<file path="config.mk">
export PLATFORM = sky130hd
export DESIGN_NAME = pcide_phy_ctrl
export DESIGN_NICKNAME = d
export VERILOG_FILES = /design/src/verilog/pcide_pkg.sv /design/src/verilog/pcide_phy_ctrl.sv
export SDC_FILE = /design/constraint.sdc
export NUM_CORES = 1
export LEC_CHECK = 0
export ABC_AREA = 1
export BUFFER_PORTS_ARGS = -buffer_cell sky130_fd_sc_hd__buf_4
export CORE_ASPECT_RATIO = 1.5
export CORE_MARGIN = 2
export CORE_UTILIZATION = 50
export DETAILED_ROUTE_END_ITERATION = 8
export PLACE_DENSITY = 0.78
export SLEW_MARGIN = 0
export SYNTH_ARGS = -nofsm -noshare
export SYNTH_HDL_FRONTEND = slang
export SYNTH_SLANG_ARGS = --single-unit
</file>
<file path="constraint.sdc">
create_clock -name sys_clk -period 5.07 [get_ports sys_clk]
set_input_delay 0.2535 -clock sys_clk [delete_from_list [all_inputs] [get_ports sys_clk]]
set_output_delay 0.2535 -clock sys_clk [all_outputs]
set_load 0.03 [all_outputs]
</file>
<file path="src/verilog/pcide_pkg.sv">
package pcide_pkg;
    // =====================================================
    // Register map (byte addresses)
    localparam logic [7:0] ADDR_CTRL = 8'h00;
    localparam logic [7:0] ADDR_STATUS = 8'h04;
    localparam logic [7:0] ADDR_EVENT = 8'h08;
    localparam logic [7:0] ADDR_MASK = 8'h0c;
    // =====================================================
    // Control fields
    localparam int CTRL_ENABLE = 0;
    localparam int CTRL_MASTER = 1;
    localparam int CTRL_RETRAIN = 2;
    localparam int CTRL_WIDTH = 3;
    localparam logic [2:0] CTRL_RESET = 3'h0;
    // =====================================================
    // Event bits
    localparam int EV_LINK_UP = 0;
    localparam int EV_TO_IDLE = 1;
    localparam int EV_TO_SILENT = 2;
    localparam int EV_RETRAIN = 3;
    localparam int EV_WIDTH = 4;
    localparam logic [3:0] EV_RESET = 4'h0;
    // =====================================================
    // Timing
    localparam int CLK_MHZ = 200;
    localparam int SILENT_HOLD_NS = 3240;
    localparam int SILENT_HOLD_CYC = (SILENT_HOLD_NS * CLK_MHZ + 999) / 1000;
    localparam int MINWAIT_US = 1;
    localparam int MINWAIT_CYC = MINWAIT_US * CLK_MHZ;
    // =====================================================
    // Transmit modes
    typedef enum logic [1:0] {
        TX_SEND_Z = 2'h0,
        TX_SEND_I = 2'h1,
        TX_SEND_N = 2'h2
    } pcide_txmode_t;
    // Control states, Gray along silent->train->wait->data->idle
    typedef enum logic [2:0] {
        ST_SILENT = 3'h0,
        ST_TRAIN = 3'h1,
        ST_WAIT = 3'h3,
        ST_DATA = 3'h2,
        ST_IDLE = 3'h6,
        ST_HOLD = 3'h7
    } pcide_state_t;
endpackage : pcide_pkg

</file>
<file path="src/verilog/pcide_phy_ctrl.sv">
module pcide_phy_ctrl #(
    parameter int MINWAIT_CYC = pcide_pkg::MINWAIT_CYC,
    parameter int HOLD_CYC = pcide_pkg::SILENT_HOLD_CYC
) (
    // Clock and reset
    input wire logic sys_clk,
    input wire logic resetn,
    // APB slave
    input wire logic psel,
    input wire logic penable,
    input wire logic pwrite,
    input wire logic [7:0] paddr,
    input wire logic [31:0] pwdata,
    output logic [31:0] prdata,
    output logic pready,
    output logic pslverr,
    // Receiver status, from link pins
    input wire logic locRcvrOk,
    input wire logic remRcvrOk,
    input wire logic scrOk,
    input wire logic invalidSym,
    // MII
    input wire logic txEn,
    // Outputs
    output pcide_pkg::pcide_txmode_t txMode,
    output logic linkStatusOk,
    output logic irq
);
    initial begin
        // Minwait must fit the 24-bit timer; hold must end within 1 ms
        if (MINWAIT_CYC < 1 || MINWAIT_CYC >= (1 << 24) || HOLD_CYC < 1
            || HOLD_CYC > pcide_pkg::CLK_MHZ * 1000)
            $error("pcide_phy_ctrl: bad timer parameter");
    end

    // =====================================================
    // Input synchronisers
    logic [2:0] locS_r, remS_r, scrS_r, invS_r;
    logic locOk_r, remOk_r, scrOk_r, invSym_r;
    always_ff @(posedge sys_clk or negedge resetn) begin
        if (!resetn) begin
            locS_r <= 3'h0;
            remS_r <= 3'h0;
            scrS_r <= 3'h0;
            invS_r <= 3'h0;
        end else begin
            locS_r <= {locS_r[1:0], locRcvrOk};
            remS_r <= {remS_r[1:0], remRcvrOk};
            scrS_r <= {scrS_r[1:0], scrOk};
            invS_r <= {invS_r[1:0], invalidSym};
        end
    end
    // A change counts once stages two and three agree
    always_ff @(posedge sys_clk or negedge resetn) begin
        if (!resetn) begin
            locOk_r <= 1'b0;
            remOk_r <= 1'b0;
            scrOk_r <= 1'b0;
            invSym_r <= 1'b0;
        end else begin
            if (locS_r[1] == locS_r[2]) locOk_r <= locS_r[2];
            if (remS_r[1] == remS_r[2]) remOk_r <= remS_r[2];
            if (scrS_r[1] == scrS_r[2]) scrOk_r <= scrS_r[2];
            if (invS_r[1] == invS_r[2]) invSym_r <= invS_r[2];
        end
    end

    // =====================================================
    // Registers
    logic [2:0] ctrl_r;
    logic [3:0] event_r, mask_r, evSet;
    logic retrainReq;
    logic apbWr, apbRd;
    pcide_pkg::pcide_state_t state_r, state_nxt;
    assign apbWr = psel && penable && pwrite;
    assign apbRd = psel && penable && !pwrite;
    assign pready = 1'b1;
    assign pslverr = 1'b0;
    assign retrainReq = apbWr && paddr == pcide_pkg::ADDR_CTRL
        && pwdata[pcide_pkg::CTRL_RETRAIN];

    // Control register; retrain bit is a self-clearing strobe
    always_ff @(posedge sys_clk or negedge resetn) begin
        if (!resetn) begin
            ctrl_r <= pcide_pkg::CTRL_RESET;
        end else if (apbWr && paddr == pcide_pkg::ADDR_CTRL) begin
            ctrl_r <= {1'b0, pwdata[1:0]};
        end
    end

    always_ff @(posedge sys_clk or negedge resetn) begin
        if (!resetn) begin
            mask_r <= pcide_pkg::EV_RESET;
        end else if (apbWr && paddr == pcide_pkg::ADDR_MASK) begin
            mask_r <= pwdata[3:0];
        end
    end

    // Sticky events, read clears; a new event wins over the clear
    always_ff @(posedge sys_clk or negedge resetn) begin
        if (!resetn) begin
            event_r <= pcide_pkg::EV_RESET;
        end else if (apbRd && paddr == pcide_pkg::ADDR_EVENT) begin
            event_r <= evSet;
        end else begin
            event_r <= event_r | evSet;
        end
    end
    assign irq = |(event_r & mask_r);

    // Read data unregistered in the access cycle is fine: pready is 1,
    // so prdata is combinational from flops
    always_comb begin
        unique case (paddr)
            pcide_pkg::ADDR_CTRL: prdata = {29'h0, ctrl_r};
            pcide_pkg::ADDR_STATUS: prdata = {23'h0, scrOk_r, linkStatusOk,
                locOk_r, remOk_r, txMode, state_r};
            pcide_pkg::ADDR_EVENT: prdata = {28'h0, event_r};
            pcide_pkg::ADDR_MASK: prdata = {28'h0, mask_r};
            default: prdata = 32'h0;
        endcase
    end

    // =====================================================
    // Timers
    logic [23:0] tmr_r;
    logic minwaitDone, holdDone;
    assign minwaitDone = tmr_r >= 24'(MINWAIT_CYC - 1);
    assign holdDone = tmr_r >= 24'(HOLD_CYC - 1);
    always_ff @(posedge sys_clk or negedge resetn) begin
        if (!resetn) begin
            tmr_r <= 24'h0;
        end else if (state_nxt != state_r) begin
            tmr_r <= 24'h0;
        end else if (state_r == pcide_pkg::ST_WAIT && !locOk_r) begin
            tmr_r <= 24'h0; // OK must hold unbroken
        end else if (tmr_r != 24'hffffff) begin
            tmr_r <= tmr_r + 24'h1;
        end
    end

    // =====================================================
    // Control state machine
    logic restart;
    assign restart = retrainReq || invSym_r;
    always_comb begin
        state_nxt = state_r;
        unique case (state_r)
            pcide_pkg::ST_SILENT: begin
                // Master starts at once; slave waits for OK idle
                if (ctrl_r[pcide_pkg::CTRL_ENABLE]
                    && (ctrl_r[pcide_pkg::CTRL_MASTER] || locOk_r))
                    state_nxt = pcide_pkg::ST_TRAIN;
            end
            pcide_pkg::ST_TRAIN: begin
                if (locOk_r) state_nxt = pcide_pkg::ST_WAIT;
            end
            pcide_pkg::ST_WAIT: begin
                if (restart) state_nxt = pcide_pkg::ST_TRAIN;
                else if (locOk_r && minwaitDone)
                    state_nxt = pcide_pkg::ST_DATA;
            end
            pcide_pkg::ST_DATA: begin
                if (restart) state_nxt = pcide_pkg::ST_TRAIN;
                else if (!locOk_r && !txEn)
                    state_nxt = pcide_pkg::ST_HOLD;
                else if (!remOk_r)
                    state_nxt = pcide_pkg::ST_IDLE;
            end
            pcide_pkg::ST_IDLE: begin
                if (restart) state_nxt = pcide_pkg::ST_TRAIN;
                else if (!locOk_r) state_nxt = pcide_pkg::ST_HOLD;
                else if (remOk_r) state_nxt = pcide_pkg::ST_DATA;
            end
            pcide_pkg::ST_HOLD: begin
                if (holdDone) state_nxt = pcide_pkg::ST_SILENT;
            end
            default: state_nxt = pcide_pkg::ST_SILENT;
        endcase
        if (!ctrl_r[pcide_pkg::CTRL_ENABLE])
            state_nxt = pcide_pkg::ST_SILENT;
    end

    always_ff @(posedge sys_clk or negedge resetn) begin
        if (!resetn) state_r <= pcide_pkg::ST_SILENT;
        else state_r <= state_nxt;
    end

    // Transmit mode and link status from flops
    always_ff @(posedge sys_clk or negedge resetn) begin
        if (!resetn) begin
            txMode <= pcide_pkg::TX_SEND_Z;
            linkStatusOk <= 1'b0;
        end else begin
            unique case (state_nxt)
                pcide_pkg::ST_SILENT: txMode <= pcide_pkg::TX_SEND_Z;
                pcide_pkg::ST_DATA: txMode <= pcide_pkg::TX_SEND_N;
                default: txMode <= pcide_pkg::TX_SEND_I;
            endcase
            linkStatusOk <= state_nxt == pcide_pkg::ST_DATA
                || state_nxt == pcide_pkg::ST_IDLE;
        end
    end

    // Events
    assign evSet = {
        restart && state_r != pcide_pkg::ST_TRAIN,
        state_nxt == pcide_pkg::ST_SILENT && state_r == pcide_pkg::ST_HOLD,
        state_nxt == pcide_pkg::ST_IDLE && state_r != pcide_pkg::ST_IDLE,
        state_nxt == pcide_pkg::ST_DATA && state_r == pcide_pkg::ST_WAIT};

    // =====================================================
    // Checker helpers
    // Independent count of hold cycles; the shared timer clears on
    // every state change, so it cannot vouch for its own length
    logic [23:0] holdCnt_r;
    always_ff @(posedge sys_clk or negedge resetn) begin
        if (!resetn) begin
            holdCnt_r <= 24'h0;
        end else if (state_r == pcide_pkg::ST_HOLD) begin
            holdCnt_r <= holdCnt_r + 24'h1;
        end else begin
            holdCnt_r <= 24'h0;
        end
    end
endmodule // pcide_phy_ctrl

</file>
After elaboration in Yosys (flattened, before gate mapping). Index checks and enable logic that the tools add are counted.

Order comparisons: 2. Reductions and logical operators: 26. Eq/ne operators: 18. Mux-type cells: 19. $add $sub $neg: 1. Bitwise gates (word level): 2.

Operator list (count): two-way mux 24 bit (3); two-way mux 3 bit (12); case mux 9 bit (4 select lines) (1); adder 24 x 1 -> 24 bit (second input constant) (1); greater-or-equal comparator 24 x 10 -> 1 bit (second input constant) (1); greater-or-equal comparator 24 x 8 -> 1 bit (second input constant) (1); != test 24 bit (second input constant) (1); case mux 3 bit (6 select lines) (1); == test 8 x 4 -> 1 bit (second input constant) (2); logical AND 1 bit (15); == test 3 x 2 -> 1 bit (second input constant) (3); == test 3 bit (second input constant) (3); == test 8 x 3 -> 1 bit (second input constant) (1); zero test 8 bit (1); zero test 3 bit (2); bitwise AND 4 bit (1); == test 1 bit (4); two-way mux 4 bit (1); OR 4 bit (1); case mux 2 bit (2 select lines) (1); OR reduction 4 bit (1); == test 3 x 1 -> 1 bit (second input constant) (1); zero test 1 bit (3); logical OR 1 bit (3); other kinds (4) (4).

Bits in registers: 56. Word-level logic and storage cells: 83. Output and inout bits: 38. Input port bits: 50.

Longest topological paths before layout.
Depth after elaboration: 12. Depth in mapped cells: 16. Depth with buffers taken out: 15.

Least setup slack after synthesis. Ideal clock, no wire load.

Kind: reg-to-reg. From: register tmr_r[0]. To: register tmr_r[14]. Required time: 4.950 ns. Arrival time: 1.827 ns. Cell stages (with the launch flop): 13. Slack: 3.123 ns. Path buffers: 1. Clock period less this slack: 1.947 ns. Library setup time: 0.120 ns. Path through: dfrtp_1 ha_1 nand2_2 nor3_4 nand2_4 nor2_4 nand2_2 nor2_4 nand4_4 buf_6 nand2_1 xor2_1 nor2_1.

Longest elaborated chain between the ends: 8. Elaborated cells on any way between the ends: 15. Classes of those cells: add/sub: 1; order compare: 2; eq/ne: 2; mux: 8; reduce/logical: 2.

Ends and longest elaborated chain: start, declared (RTL line pcide_phy_ctrl.sv:126) `logic [23:0] tmr_r;`; start signal, assigned (RTL line pcide_phy_ctrl.sv:138) `tmr_r <= tmr_r + 24'h1;`; greater-or-equal comparator 24 x 8 -> 1 bit (RTL line pcide_phy_ctrl.sv:128) `assign minwaitDone = tmr_r >= 24'(MINWAIT_CYC - 1);`; logical AND 1 bit (RTL line pcide_phy_ctrl.sv:160) `else if (locOk_r && minwaitDone)`; two-way mux 3 bit (RTL line pcide_phy_ctrl.sv:160); two-way mux 3 bit (RTL line pcide_phy_ctrl.sv:159) `if (restart) state_nxt = pcide_pkg::ST_TRAIN;`; case mux 3 bit (6 select lines) (RTL line pcide_phy_ctrl.sv:148) `unique case (state_r)`; two-way mux 3 bit (RTL line pcide_phy_ctrl.sv:180) `if (!ctrl_r[pcide_pkg::CTRL_ENABLE])`; != test 3 bit (RTL line pcide_phy_ctrl.sv:133) `end else if (state_nxt != state_r) begin`; nonzero test 3 bit (no line) or two-way mux 24 bit (tied branches).

Several ways; a longest one is shown, not always the timed one. The select of a mux whose other input is x is not followed. A chain may end at the register's enable or synchronous reset.

Worst setup path after layout.
From: register tmr_r[0]. To: register tmr_r[12].

The elaborated chain is that of the path after synthesis.

==> impl_summary.txt <==
----------------------------------------------------
[CTS]
  Post-CTS Setup Inserts ... 0
  CTS tree ... done
  Sinks on the clock net ... 56
  Clock latency on the worst-skew pair ... 0.32 ns
  Clock-pin slew of the registers on the worst-case setup and hold paths ... 0.11 ns
  H-tree depth ... 2
  Total of hold buffers inserted after clock tree synthesis ... 1
  Max clock buf depth ... 2
  Number of clock buffers inserted by TritonCTS ... 5
  Post-cts resize count ... 0
  Library cell used as clock root buffer ... clkbuf_8

[Detailed routing]
  Remaining routing DRC violations ... 0
  Drt first pass iters ... 4
  Post-route antenna net violation count ... 0
  Wire length reported by the detailed router ... 6600 um
  Vias per cell ... 5.11
  Total via count in the routed design ... 2,722
  Initial drt markers ... 94
  Routed WL per cell ... 12.4 um

[Flow run]
  Max-cap violations ... 0

[Synth]
  Warnings from Yosys ... 0
  Compound-cell area share of the yosys netlist ... 4.66%
  Mux cell area share after synthesis ... 0.671%
  Seq/Total Area, Yosys ... 41.8%
  Flops & latches, synth ... 56
  Post-synthesis xor/xnor area fraction ... 3.91%
  Post-synthesis cell count ... 423
  Dominant combinational cell family by area after synthesis ... simple AND/OR/NAND/NOR gates
  Number of unique standard cell types used by synthesis ... 38
  Cell area after synthesis ... 3360 sq um
  Mean instance size in the synthesized netlist ... 7.93 sq um
  Fraction of the mapped netlist area in adder cells ... 1.57%
  Fraction of the mapped netlist area in simple logic gates ... 34.7%

[Placement]
  Dpl hpwl ... 5090 um
  Port bufs ... 34
  Worst setup slack before clock tree synthesis ... 2.73 ns
  Final Wtd Congestion ... 0.886
  Area after DPL ... 3540 sq um

[Floorplan]
  Core footprint ... 6490 sq um
  I/O pin cnt ... 88
  Count of standard-cell rows ... 36
  Area of the die ... 7400 sq um
  Height of the chip ... 104 um
  Starting Density ... 51.7%
  Width of the die ... 70.9 um

[Global routing]
  Most used routing layer ... met2
  Wire length of the first global-routing pass ... 11,700 um
  Pin count of the biggest net entering global routing ... 57
  Met1 Usage GRT ... 21.8%
  Via count of the first global-routing pass ... 2,735
  Global router's overall resource usage ... 19.5%
  Remaining global-route overflow ... 0
  GR Util met2 ... 34.1%
  Met3 Resource Use GR ... 3.20%
  Initial antenna violation count ... 0

[STA]
  Final clock skew ... 0.0146 ns
  Max-slew violations ... 0
  Number of hold violations in the final report ... 0
  Post-route setup slack ... 2.72 ns
  Clock period minus worst slack ... 2.35 ns
  RSZ-0062 raised after global routing ... no
  Relative max-transition margin ... 53.7%
  Period Utilization, post-route ... 46.4%
  Sum of negative setup slack ... 0 ns
  Number of setup violations in the final report ... 0
  Fmax ... 0.425 GHz
  Transition time of the tightest slew-check pin ... 0.695 ns

[Final layout]
  Fraction of final layout cells with drive strength greater than 1 ... 19.0%
  Filler Cells Inserted ... 597
  Area delta synth->final ... 8.80%
  Final layout net count ... 507
  Post-Layout Inst Area ... 3650 sq um
  Diodes inserted ... 0

[Critical path]
  CP startpoint kind ... register
  Critical Path Sink Type ... register
  Arr. time, crit path ... 2.53 ns
  Category of the critical setup timing path ... register to register
  Cells along the critical path ... ha_1 -> nand2_2 -> nand4_1 -> nand2_1 -> inv_1 -> nor2_1 -> nor2_1 -> nand2_1 -> nor2_1 -> nand2_1 -> nand2_2 -> nand2_1 -> nand2_2 -> nand2_2 -> nor2_1
  Kind of cell adding the most delay to the critical path ... simple AND/OR/NAND/NOR gates
  Buffer and inverter count on the worst path ... 1
  Setup slack on the worst flop-to-flop path ... 2.72 ns
  Data required time at the worst endpoint ... 5.25 ns
  Highest fanout seen on the critical path ... 22
  CP peak stage delay ... 0.42 ns
  CP max-delay cell ... dfrtp_1

[Min path]
  Kind of path behind the tightest hold check ... input pin to register

[Outcome]
  Result of the run ... complete, no violations

[Power and ir drop]
  Leakage ... 1.85 nW
  IR drop worst, VDD ... 0.000183 V
  Overall power consumption ... 0.000850 W
  Power Dens Cells ... 233 nW/um^2

----------------------------------------------------
==> power breakdown <==
part,switching [W],internal (W)
Combinational,0.0000673,0.0000337
Clock,0.000154,0.000102
Sequential,0.0000242,0.000469
==> worst reg2reg max path, delay by kind of cell, from the launching register on <==
family,cells,cell delay (ns)
buf+inv,1,0.05
simple gates,13,1.49
fa+ha+maj,1,0.26
flops,1,0.42
==> registers in the layout, summed over array words and instances, names as in the netlist, 2 cells and up <==
name / count
event_r: 4
mask_r: 4
remS_r: 3
txMode: 2
scrS_r: 3
invS_r: 3
tmr_r: 24
state_r: 3
locS_r: 3
ctrl_r: 2
==> stage by stage <==
| stage | hold slack [ns] | cells | util (%) |
|---|---|---|---|
| floorplan | -0.0421 | 446 | - |
| global placement | 0.334 | 524 | 54.6 |
| detailed placement | 0.336 | 524 | 54.6 |
| CTS | 0.0153 | 533 | 56.3 |
| global route | 0.00833 | 533 | 56.3 |
| finish | 0.0293 | 533 | 56.3 |
==> cells in the mapped netlist, drive strengths merged <==
cell type	instances	area, sq um
xnor2	1	8.76
buf	32	248
o21ai	13	65.1
nor2	70	318
a21oi	7	50.0
conb	2	7.51
maj3	4	40.0
inv	44	165
nand4	14	109
xor2	14	123
o2111ai	2	17.5
nand2	112	463
nor4	3	33.8
nor3b	1	7.51
a22o	1	8.76
nand3	29	155
mux2	2	22.5
clkinv	2	7.51
ha	1	12.5
nor3	10	71.3
o211ai	2	15.0
and3	1	6.26
dfrtp	56	1400
==> worst paths after layout <==
check	end	cells past startpoint	start
setup / recovery	tmr_r[12]	15	tmr_r[0]
hold / removal	scrS_r[0]	1	scrOk
setup reg to reg	tmr_r[12]	15	tmr_r[0]
hold reg to reg	locS_r[1]	0	locS_r[0]
max in group asynchronous	locS_r[2]	2	resetn
min in group asynchronous	tmr_r[19]	2	resetn
==> layout by cell type (no fill, tap or decap), drive strengths merged, types with 4 or more instances in the layout <==
cell type  count
nand3         29
clkbuf         5
nand4         14
a21oi          7
nor2          70
nand2        112
xor2          14
dfrtp         56
conb          25
maj3           4
o21ai         13
buf           34
inv           45
nor3          10
==> final cells by class <==
class                      instances  area [sq um]  area share (%)
clock inverter                     3          27.5           0.754
sequential                        56          1400            38.4
inverter                          46           173            4.73
multi-input combinational        312          1620            44.4
timing repair buffer              35           265            7.27
clock buffer                       5          68.8            1.88
tap                               76          95.1            2.60
==> layer usage <==
| layer | wire length (um) | up-vias |
|---|---|---|
| met5 | 0 | - |
| met4 | 238 | 0 |
| met3 | 268 | 18 |
| met2 | 3560 | 69 |
| met1 | 2530 | 1280 |
| li1 | - | 1355 |
==> kinds of logic (layout without fill, tap and decap cells) <==
logic type,count (synthesis),count (layout)
simple gates,240,240
buf+inv,78,89
flops,56,56
compound gates,25,25
xor+xnor,15,15
fa+ha+maj,5,5
other cells,2,25
mux,2,2
(Power assumes the default switching activity.)
